**src/lce_pkg.sv**
```systemverilog
// Package with attribute encodings for the coherent-lite request encoder
package lce_pkg;

    // ------------------------------------------------------------------
    // Domain encodings
    // ------------------------------------------------------------------
    localparam logic [1:0] LCE_DOM_NONSH = 2'h0;
    localparam logic [1:0] LCE_DOM_INNER = 2'h1;
    localparam logic [1:0] LCE_DOM_OUTER = 2'h2;
    localparam logic [1:0] LCE_DOM_SYS = 2'h3;

    // ------------------------------------------------------------------
    // Snoop type encodings
    // ------------------------------------------------------------------
    localparam logic [3:0] LCE_RSNP_PLAIN = 4'h0;
    localparam logic [3:0] LCE_RSNP_CLEAN_KEEP = 4'h8;
    localparam logic [3:0] LCE_RSNP_CLEAN_DROP = 4'h9;
    localparam logic [3:0] LCE_RSNP_DROP = 4'hD;
    localparam logic [2:0] LCE_WSNP_PLAIN = 3'h0;
    localparam logic [2:0] LCE_WSNP_FULL_LINE = 3'h1;

    // ------------------------------------------------------------------
    // Reset values
    // ------------------------------------------------------------------
    localparam logic [3:0] LCE_RSNP_RST = 4'h0;
    localparam logic [2:0] LCE_WSNP_RST = 3'h0;
    localparam logic [1:0] LCE_DOM_RST = 2'h0;

    // ------------------------------------------------------------------
    // Request kinds
    // ------------------------------------------------------------------
    typedef enum logic [2:0] {
        LCE_RD_PLAIN,
        LCE_RD_SINGLE_COHERENT,
        LCE_RD_CLEAN_KEEP_COPIES,
        LCE_RD_CLEAN_THEN_DROP,
        LCE_RD_DROP_WITHOUT_CLEAN,
        LCE_RD_BARRIER
    } lce_rd_kind_e;

    typedef enum logic [1:0] {
        LCE_WR_PLAIN,
        LCE_WR_COHERENT_PARTIAL,
        LCE_WR_COHERENT_FULL_LINE,
        LCE_WR_BARRIER
    } lce_wr_kind_e;

    // ------------------------------------------------------------------
    // Attribute carriers
    // ------------------------------------------------------------------
    typedef struct packed {
        logic [3:0] read_snoop_type;
        logic read_barrier_flag;
        logic [1:0] read_share_domain;
    } lce_rd_attr_s;

    typedef struct packed {
        logic [2:0] write_snoop_type;
        logic write_barrier_flag;
        logic [1:0] write_share_domain;
    } lce_wr_attr_s;

endpackage

```
**src/lce_encoder.sv**
```systemverilog
// Coherent-lite request attribute encoder and checker
`timescale 1ns/1ps
`default_nettype none

module lce_encoder
    import lce_pkg::*;
(
    input wire logic sys_clk_i,
    input wire logic rst_n_i,
    // Read request from requester core
    input wire logic rd_req_valid_i,
    input wire lce_rd_kind_e rd_kind_i,
    input wire logic [1:0] rd_domain_i,
    output logic rd_req_ready_o,
    // Write request from requester core
    input wire logic wr_req_valid_i,
    input wire lce_wr_kind_e wr_kind_i,
    input wire logic [1:0] wr_domain_i,
    output logic wr_req_ready_o,
    // Read request channel toward interconnect
    output logic rd_valid_o,
    input wire logic rd_ready_i,
    output lce_rd_attr_s rd_attr_o,
    // Write request channel toward interconnect
    output logic wr_valid_o,
    input wire logic wr_ready_i,
    output lce_wr_attr_s wr_attr_o,
    // Illegal request seen and dropped
    output logic rd_illegal_o,
    output logic wr_illegal_o
);

    // ------------------------------------------------------------------
    // Read domain classes
    // ------------------------------------------------------------------
    wire logic dom_nonsh_sys;
    wire logic dom_shared;
    wire logic dom_not_sys;

    assign dom_nonsh_sys = (rd_domain_i == LCE_DOM_NONSH) ||
                           (rd_domain_i == LCE_DOM_SYS);
    assign dom_shared = (rd_domain_i == LCE_DOM_INNER) ||
                        (rd_domain_i == LCE_DOM_OUTER);
    assign dom_not_sys = rd_domain_i != LCE_DOM_SYS;

    // ------------------------------------------------------------------
    // Read attribute encode and legality
    // ------------------------------------------------------------------
    logic [3:0] rd_snp;
    logic rd_bar;
    logic rd_legal;
    always_comb begin
        rd_snp = LCE_RSNP_PLAIN;
        rd_bar = 1'b0;
        rd_legal = 1'b0;
        unique case (rd_kind_i)
            LCE_RD_PLAIN: begin
                rd_legal = dom_nonsh_sys;
            end
            LCE_RD_SINGLE_COHERENT: begin
                rd_legal = dom_shared;
            end
            LCE_RD_CLEAN_KEEP_COPIES: begin
                rd_snp = LCE_RSNP_CLEAN_KEEP;
                rd_legal = dom_not_sys;
            end
            LCE_RD_CLEAN_THEN_DROP: begin
                rd_snp = LCE_RSNP_CLEAN_DROP;
                rd_legal = dom_not_sys;
            end
            LCE_RD_DROP_WITHOUT_CLEAN: begin
                rd_snp = LCE_RSNP_DROP;
                rd_legal = dom_not_sys;
            end
            LCE_RD_BARRIER: begin
                rd_bar = 1'b1;
                rd_legal = 1'b1;
            end
            default: begin
                // Unused kind codes are refused
                rd_legal = 1'b0;
            end
        endcase
    end

    // ------------------------------------------------------------------
    // Write domain classes
    // ------------------------------------------------------------------
    wire logic wdom_nonsh_sys;
    wire logic wdom_shared;

    assign wdom_nonsh_sys = (wr_domain_i == LCE_DOM_NONSH) ||
                            (wr_domain_i == LCE_DOM_SYS);
    assign wdom_shared = (wr_domain_i == LCE_DOM_INNER) ||
                         (wr_domain_i == LCE_DOM_OUTER);

    // ------------------------------------------------------------------
    // Write attribute encode and legality
    // ------------------------------------------------------------------
    logic [2:0] wr_snp;
    logic wr_bar;
    logic wr_legal;
    always_comb begin
        wr_snp = LCE_WSNP_PLAIN;
        wr_bar = 1'b0;
        wr_legal = 1'b0;
        unique case (wr_kind_i)
            LCE_WR_PLAIN: begin
                wr_legal = wdom_nonsh_sys;
            end
            LCE_WR_COHERENT_PARTIAL: begin
                wr_legal = wdom_shared;
            end
            LCE_WR_COHERENT_FULL_LINE: begin
                wr_snp = LCE_WSNP_FULL_LINE;
                wr_legal = wdom_shared;
            end
            LCE_WR_BARRIER: begin
                wr_bar = 1'b1;
                wr_legal = 1'b1;
            end
        endcase
    end

    // ------------------------------------------------------------------
    // Request acceptance
    // ------------------------------------------------------------------
    // Illegal requests are consumed and flagged, never forwarded
    wire logic rd_take;
    wire logic wr_take;
    wire logic rd_load;
    wire logic wr_load;
    wire logic rd_drop;
    wire logic wr_drop;

    assign rd_take = rd_req_valid_i && rd_req_ready_o;
    assign rd_load = rd_take && rd_legal;
    assign rd_drop = rd_take && !rd_legal;

    assign wr_take = wr_req_valid_i && wr_req_ready_o;
    assign wr_load = wr_take && wr_legal;
    assign wr_drop = wr_take && !wr_legal;

    // ------------------------------------------------------------------
    // Held request tracking
    // ------------------------------------------------------------------
    // Ready is registered, so it drops whenever a request will be held;
    // a take can then never land on a request still waiting for ready
    wire logic next_rd_valid;
    wire logic next_wr_valid;
    wire logic next_rd_ready;
    wire logic next_wr_ready;

    assign next_rd_valid = rd_load || (rd_valid_o && !rd_ready_i);
    assign next_rd_ready = !next_rd_valid;

    assign next_wr_valid = wr_load || (wr_valid_o && !wr_ready_i);
    assign next_wr_ready = !next_wr_valid;

    // ------------------------------------------------------------------
    // Attribute words
    // ------------------------------------------------------------------
    // Field order is snoop type, barrier flag, domain
    wire lce_rd_attr_s next_rd_attr;
    wire lce_wr_attr_s next_wr_attr;

    assign next_rd_attr = '{rd_snp, rd_bar, rd_domain_i};
    assign next_wr_attr = '{wr_snp, wr_bar, wr_domain_i};

    // ------------------------------------------------------------------
    // Read request channel register; no snoop channels exist
    // ------------------------------------------------------------------
    always_ff @(posedge sys_clk_i or negedge rst_n_i) begin
        if (!rst_n_i) begin
            rd_valid_o <= 1'b0;
            rd_attr_o <= '{LCE_RSNP_RST, 1'b0, LCE_DOM_RST};
            rd_illegal_o <= 1'b0;
            rd_req_ready_o <= 1'b0;
        end else begin
            rd_valid_o <= next_rd_valid;
            rd_req_ready_o <= next_rd_ready;
            rd_illegal_o <= rd_drop;
            if (rd_load) begin
                rd_attr_o <= next_rd_attr;
            end
        end
    end

    // ------------------------------------------------------------------
    // Write request channel register; no acknowledge outputs
    // ------------------------------------------------------------------
    always_ff @(posedge sys_clk_i or negedge rst_n_i) begin
        if (!rst_n_i) begin
            wr_valid_o <= 1'b0;
            wr_attr_o <= '{LCE_WSNP_RST, 1'b0, LCE_DOM_RST};
            wr_illegal_o <= 1'b0;
            wr_req_ready_o <= 1'b0;
        end else begin
            wr_valid_o <= next_wr_valid;
            wr_req_ready_o <= next_wr_ready;
            wr_illegal_o <= wr_drop;
            if (wr_load) begin
                wr_attr_o <= next_wr_attr;
            end
        end
    end

endmodule

`default_nettype wire

```
**config.mk**
```make
export PLATFORM = sky130hd
export DESIGN_NAME = lce_encoder
export DESIGN_NICKNAME = d
export VERILOG_FILES = /design/src/lce_pkg.sv /design/src/lce_encoder.sv
export SDC_FILE = /design/constraint.sdc
export NUM_CORES = 1
export LEC_CHECK = 0
export ABC_AREA = 1
export ABC_CLOCK_PERIOD_IN_PS = 1400
export BUFFER_PORTS_ARGS = -buffer_cell sky130_fd_sc_hd__buf_2
export CORE_MARGIN = 1.5
export CORE_UTILIZATION = 49
export CTS_BUF_LIST = sky130_fd_sc_hd__clkbuf_2 sky130_fd_sc_hd__clkbuf_4 sky130_fd_sc_hd__clkbuf_8
export DETAILED_ROUTE_END_ITERATION = 10
export GPL_TIMING_DRIVEN = 0
export HOLD_SLACK_MARGIN = 0.15
export MAX_ROUTING_LAYER = met4
export PLACE_DENSITY_LB_ADDON = 0.25
export SLEW_MARGIN = 20
export SYNTH_ARGS = -nofsm -noshare
export SYNTH_HDL_FRONTEND = slang
export SYNTH_SLANG_ARGS = --single-unit
```
**constraint.sdc**
```tcl
create_clock -name sys_clk_i -period 1.4 [get_ports sys_clk_i]
set_clock_uncertainty 0.1 [all_clocks]
set_input_delay 0.42 -clock sys_clk_i [delete_from_list [all_inputs] [get_ports sys_clk_i]]
set_output_delay 0.42 -clock sys_clk_i [all_outputs]
set_load 0.01 [all_outputs]
```
# Word-level counts from Yosys, hierarchy flattened
# Cells that the tools add are included.
totals:
  output_inout_bits: 19
  inputBits: 15
  reg_bits: 19
  wordCells: 59
classes:
  n_reduce_logical: 26
  eq_ne: 15
  n_mux: 6
op_table:
  columns: ["op", "n"]
  rows:
  - ["2-bit == test (second input constant)", 6]
  - ["4-bit case mux with 3 select lines", 1]
  - ["1-bit logical AND", 8]
  - ["2-bit by 1-bit == test with 1-bit output (second input constant)", 3]
  - ["3-bit by 2-bit == test with 1-bit output (second input constant)", 2]
  - ["3-bit == test (second input constant)", 2]
  - ["1-bit logical NOT", 6]
  - ["2-bit logical NOT", 3]
  - ["1-bit logical OR", 6]
  - ["1-bit case mux with 4 select lines", 1]
  - ["3-bit by 1-bit == test with 1-bit output (second input constant)", 1]
  - ["3-bit logical NOT", 1]
  - ["1-bit two-way mux", 3]
  - ["1-bit case mux with 3 select lines", 1]
  - ["3-bit OR reduction", 1]
  - ["2-bit != test (second input constant)", 1]
  - ["2-bit OR reduction", 1]

# Longest topological paths before layout
logic_depth:
  word_depth: 6
  mapped_depth: 9

# Worst setup path after synthesis
# OpenSTA, ideal clock, no wires.
synth_timing:
  path_type: "in2reg"
  start: "input rd_domain_i[0]"
  end: "register rd_valid_o"
  t_arrival_ns: 1.199
  t_required_ns: 1.177
  stages: 7
  setup_slack_ns: -0.022
  path_buffers: 0
  cell_sequence: "ha_1 -> nor2_1 -> nor2_1 -> nor2_2 -> nand2_4 -> nand2_4 -> nand2_2"
synth_via:
  elab_chain_cells: 5
  word_cells_on_any_way: 10
  classes_between: "eq/ne (4); mux (1); reduce/logical (5)"
synth_lines:
  columns: ["element", "line_no", "source"]
  rows:
  - ["start: declaration", "lce_encoder.sv:13", "input wire logic [1:0] rd_domain_i,"]
  - ["2-bit by 1-bit == test with 1-bit output (tied with other cells)", "lce_encoder.sv:42", "assign dom_shared = (rd_domain_i == LCE_DOM_INNER) ||"]
  - ["1-bit logical OR (on tied branches)", "lce_encoder.sv:42, lce_encoder.sv:40", null]
  - ["1-bit case mux with 4 select lines *", "lce_encoder.sv:56", "unique case (rd_kind_i)"]
  - ["1-bit logical AND *", "lce_encoder.sv:137", "assign rd_load = rd_take && rd_legal;"]
  - ["1-bit logical OR *", "lce_encoder.sv:154", "assign next_rd_valid = rd_load || (rd_valid_o && !rd_ready_i);"]
  - ["named net next_rd_valid", "lce_encoder.sv:149", "wire logic next_rd_valid;"]
  - ["end signal: assignment", "lce_encoder.sv:180", "rd_valid_o <= next_rd_valid;"]
  - ["end: declaration", "lce_encoder.sv:21", "output logic rd_valid_o,"]
# Mark *: on every way through the listed nets, which the timed path passes. The rest lies on a longest branch.
# A chain may end at the register's enable or synchronous reset.

# Worst setup path in the final report
layout_timing:
  start: "register rd_attr_o[3] (netlist bit)"
  end: "output rd_attr_o[3] (netlist bit)"
layout_lines:
  columns: ["element", "line_no", "source"]
  rows:
  - ["start: declaration", "lce_encoder.sv:23", "output lce_rd_attr_s rd_attr_o,"]
  - ["start signal: assignment", "lce_encoder.sv:176", "rd_attr_o <= '{LCE_RSNP_RST, 1'b0, LCE_DOM_RST};"]
  - ["start signal: assignment", "lce_encoder.sv:184", "rd_attr_o <= next_rd_attr;"]
# No word-level cell between the ends.

==> impl_summary.md <==
Run status
The run finished with clean final reports.

Global routing
The initial antenna violation count is 0. The largest net degree at the start of global routing is 17. For this run, the total global-route usage over all layers was measured as 18.9%. The total grt overflow is 0. The first global-routing pass estimated 2.55 mm of wire.

The via count of the first global-routing pass is 636.

Worst setup path
Traced cell by cell, the critical path runs through buf_2. The slowest stage of the critical path belongs to the cell dfrtp_1. The largest fanout on the critical path is 2. The worst setup slack for register-to-register paths is 0.31 ns. The worst setup path category is reg -> out. The data required time at the worst endpoint is 0.88 ns. In this run the number of cells on the critical path is 1. Data on the critical path arrives at its endpoint at 0.82 ns. The worst path buffer plus inverter count is 1.

The kind of capture point of the worst setup path is an output port. The maximum single-stage delay on the critical path is 0.39 ns. The worst-case reg-to-reg path depth is 5. The nature of the critical path startpoint is a flip-flop. The kind of cell with the highest combined delay on the critical path is flip-flops.

Floorplanning
The number of placed I/O pins is 34. After floorplanning, the core was sized to cover 1540 µm². The die covers 1930 µm². The initial utilization of the core area, before any placement, comes to 53.2%. The floorplan has 14 rows. Measured along the y axis, the die boundary spans 43.9 µm. From left edge to right edge, the die measures 43.9 µm.

Placed design
The last weighted congestion value of the routability-driven placer is 0.799. The placed wire-length estimate is 1.19 mm. The count of port buffers added during placement is 30.

Before CTS, the worst setup slack after placement is -0.201 ns. Summing all placed instances gives a cell area of 1010 µm².

Synthesis
After synthesis, the netlist uses 17 different library cells. The xor and xnor area share after synthesis is 0%. The portion of netlist area occupied by mux cells is 0%.

The per-instance average area after synthesis is 8.29 µm². The synthesized netlist devotes 32.3% of its cell area to simple gates. The synthesis warning total is 0. The adder and majority gate portion of the synthesized area is 6.10%. By area, the combinational part of the netlist is dominated by simple AND/OR/NAND/NOR gates. The flip-flop and latch count after synthesis is 16. The gate count of the mapped netlist is 99.

The cell area that synthesis handed to floorplanning was 821 µm². Summing the areas of all compound-gate instances in the mapped netlist gives 2.29% of the synthesized area. Of the synthesized area, sequential elements account for 48.8%.

STA
The time the final worst path needs with I/O delays and setup is 1.34 ns. The final-report max-slew violation count is 0. Timing would allow up to 0.748 GHz. The count of endpoints failing hold in the final timing report is 0.

The number of endpoints failing setup at the final stage is 0. Setup repair after global routing left no endpoint under its margin. The final worst-path cycle share is 95.5%. The accumulated negative setup slack is 0 ns. Once routing completed, OpenROAD measured the worst setup slack at 0.0634 ns.

Route
The post-route DRC violation count is 0. The count of TritonRoute iterations in the first routing pass is 4. Wires add up to 1.52 mm.

The via count is 732. The detailed router's first-iteration violation count is 12. The count of antenna-violating nets left after detailed routing is 0.

In the routed layout, each cell is associated on average with a via count of 4.85. The detail-routed net length per standard cell is 10.0 µm.

Layout
The count of inserted antenna diode cells is 0. The finished cells cover 1040 µm². The synthesis-to-layout area growth is 27.1%. The share of the core filled with cells in the final layout is 67.7%. The final layout contains 156 nets. The layout cell share with drive strength beyond 1 is 34.8%.

Clock network
The maximum level of the CTS H-tree is 1. The post-CTS setup buffer count is 0. The longest clock path from root to sink contains 2 buffers. The later pin in the worst-skew pair is clocked with a latency of 0.28 ns. The clock sink count is 16. The root buffer cell chosen for the clock tree is clkbuf_4. The number of instances resized during post-cts repair is 0.

The clock-pin slew of the registers on the worst-case setup and hold paths is 0.09 ns. TritonCTS built the clock tree. TritonCTS created 3 clock buffers.

Pwr
The static leakage power is 0.649 nW. Overall power consumption after layout is estimated at 1.20 mW. The peak ir drop on the vdd network is 0.000595 V.

Dividing total power by cell area gives a power density of 1150 nW/µm².

Min path
In this run the worst hold path is classified as in -> reg. The number of cells traversed by the worst hold path is 2.

Job
Across the run, the number of max-cap violations was 0.
[what timing repair did]
| item | CTS | global route |
|---|---|---|
| endpoints found under the setup margin | 0 | 0 |
| hold buffers | 1 | 0 |
| hold endpoints to repair | 16 | 0 |
[per-stage QoR]
step | cells | hold WS (ns)
finish | 151 | 0.209
global route | 151 | 0.216
CTS | 151 | 0.209
detailed placement | 147 | 0.247
global placement | 147 | 0.245
floorplan | 101 | 0.0244
[logic make-up after synthesis]
family | Yosys count
compound gates | 3
fa+ha+maj | 4
buf+inv | 19
flops | 16
other cells | 1
simple gates | 56
[power breakdown]
group | internal [mW] | switching, mW
Clock | 0.0997 | 0.137
Sequential | 0.555 | 0.0417
Combinational | 0.148 | 0.218
[synthesized netlist by cell type]
library cell	n	area share [%]
nand2_1	30	14
dfrtp_1	16	49
inv_1	15	6.9
nand3_1	7	4.3
nor2_1	6	2.7
nand4_1	5	3.8
ha_1	4	6.1
nand2_2	4	3.0
buf_4	3	2.7
nand2_4	2	2.7
a21oi_1	1	0.61
conb_1	1	0.46
inv_2	1	0.46
nand3_2	1	1.2
nor2_2	1	0.76
o21ai_0	1	0.61
o21ai_2	1	1.1
[sequential cells by signal, indices dropped and copies added, names as in the netlist]
| register | count |
|---|---|
| rd_attr_o | 6 |
| rd_illegal_o | 1 |
| rd_req_ready_o | 1 |
| rd_valid_o | 1 |
| wr_attr_o | 4 |
| wr_illegal_o | 1 |
| wr_req_ready_o | 1 |
| wr_valid_o | 1 |
[final cells by class]
cell class / instances / area, µm²
Fill cell: 147 / 498
Sequential cell: 16 / 400
Clock buffer: 3 / 22.5
Buffer: 3 / 22.5
Inverter: 16 / 60.1
Multi-Input combinational cell: 66 / 358
Tap cell: 16 / 20.0
Timing Repair Buffer: 31 / 160
[routing by layer]
layer	vias to the layer above	GRT usage [%]	wire length, µm
li1	371	-	-
met1	330	23.0	646
met2	27	29.1	736
met3	4	3.75	100
met4	0	10.9	32
met5	-	-	0
[placed cells by master, fill, tap and decap left out, types with 3 or more instances in the layout]
cell type / count
nand2_2: 4
inv_1: 15
ha_1: 3
nand4_1: 5
clkbuf_4: 3
dfrtp_1: 16
buf_4: 3
nand3_1: 7
buf_2: 30
conb_1: 3
nor2_1: 6
nand2_1: 30
[worst paths after layout]
check,start,endpoint
max,rd_attr_o[3],rd_attr_o[3]
max in group asynchronous,rst_n_i,wr_req_ready_o
min in group asynchronous,rst_n_i,rd_valid_o
min,wr_ready_i,wr_valid_o
min reg2reg,wr_attr_o[3],wr_attr_o[3]
max reg2reg,wr_req_ready_o,wr_attr_o[1]
Note: power is estimated with default switching activity, not from simulation.
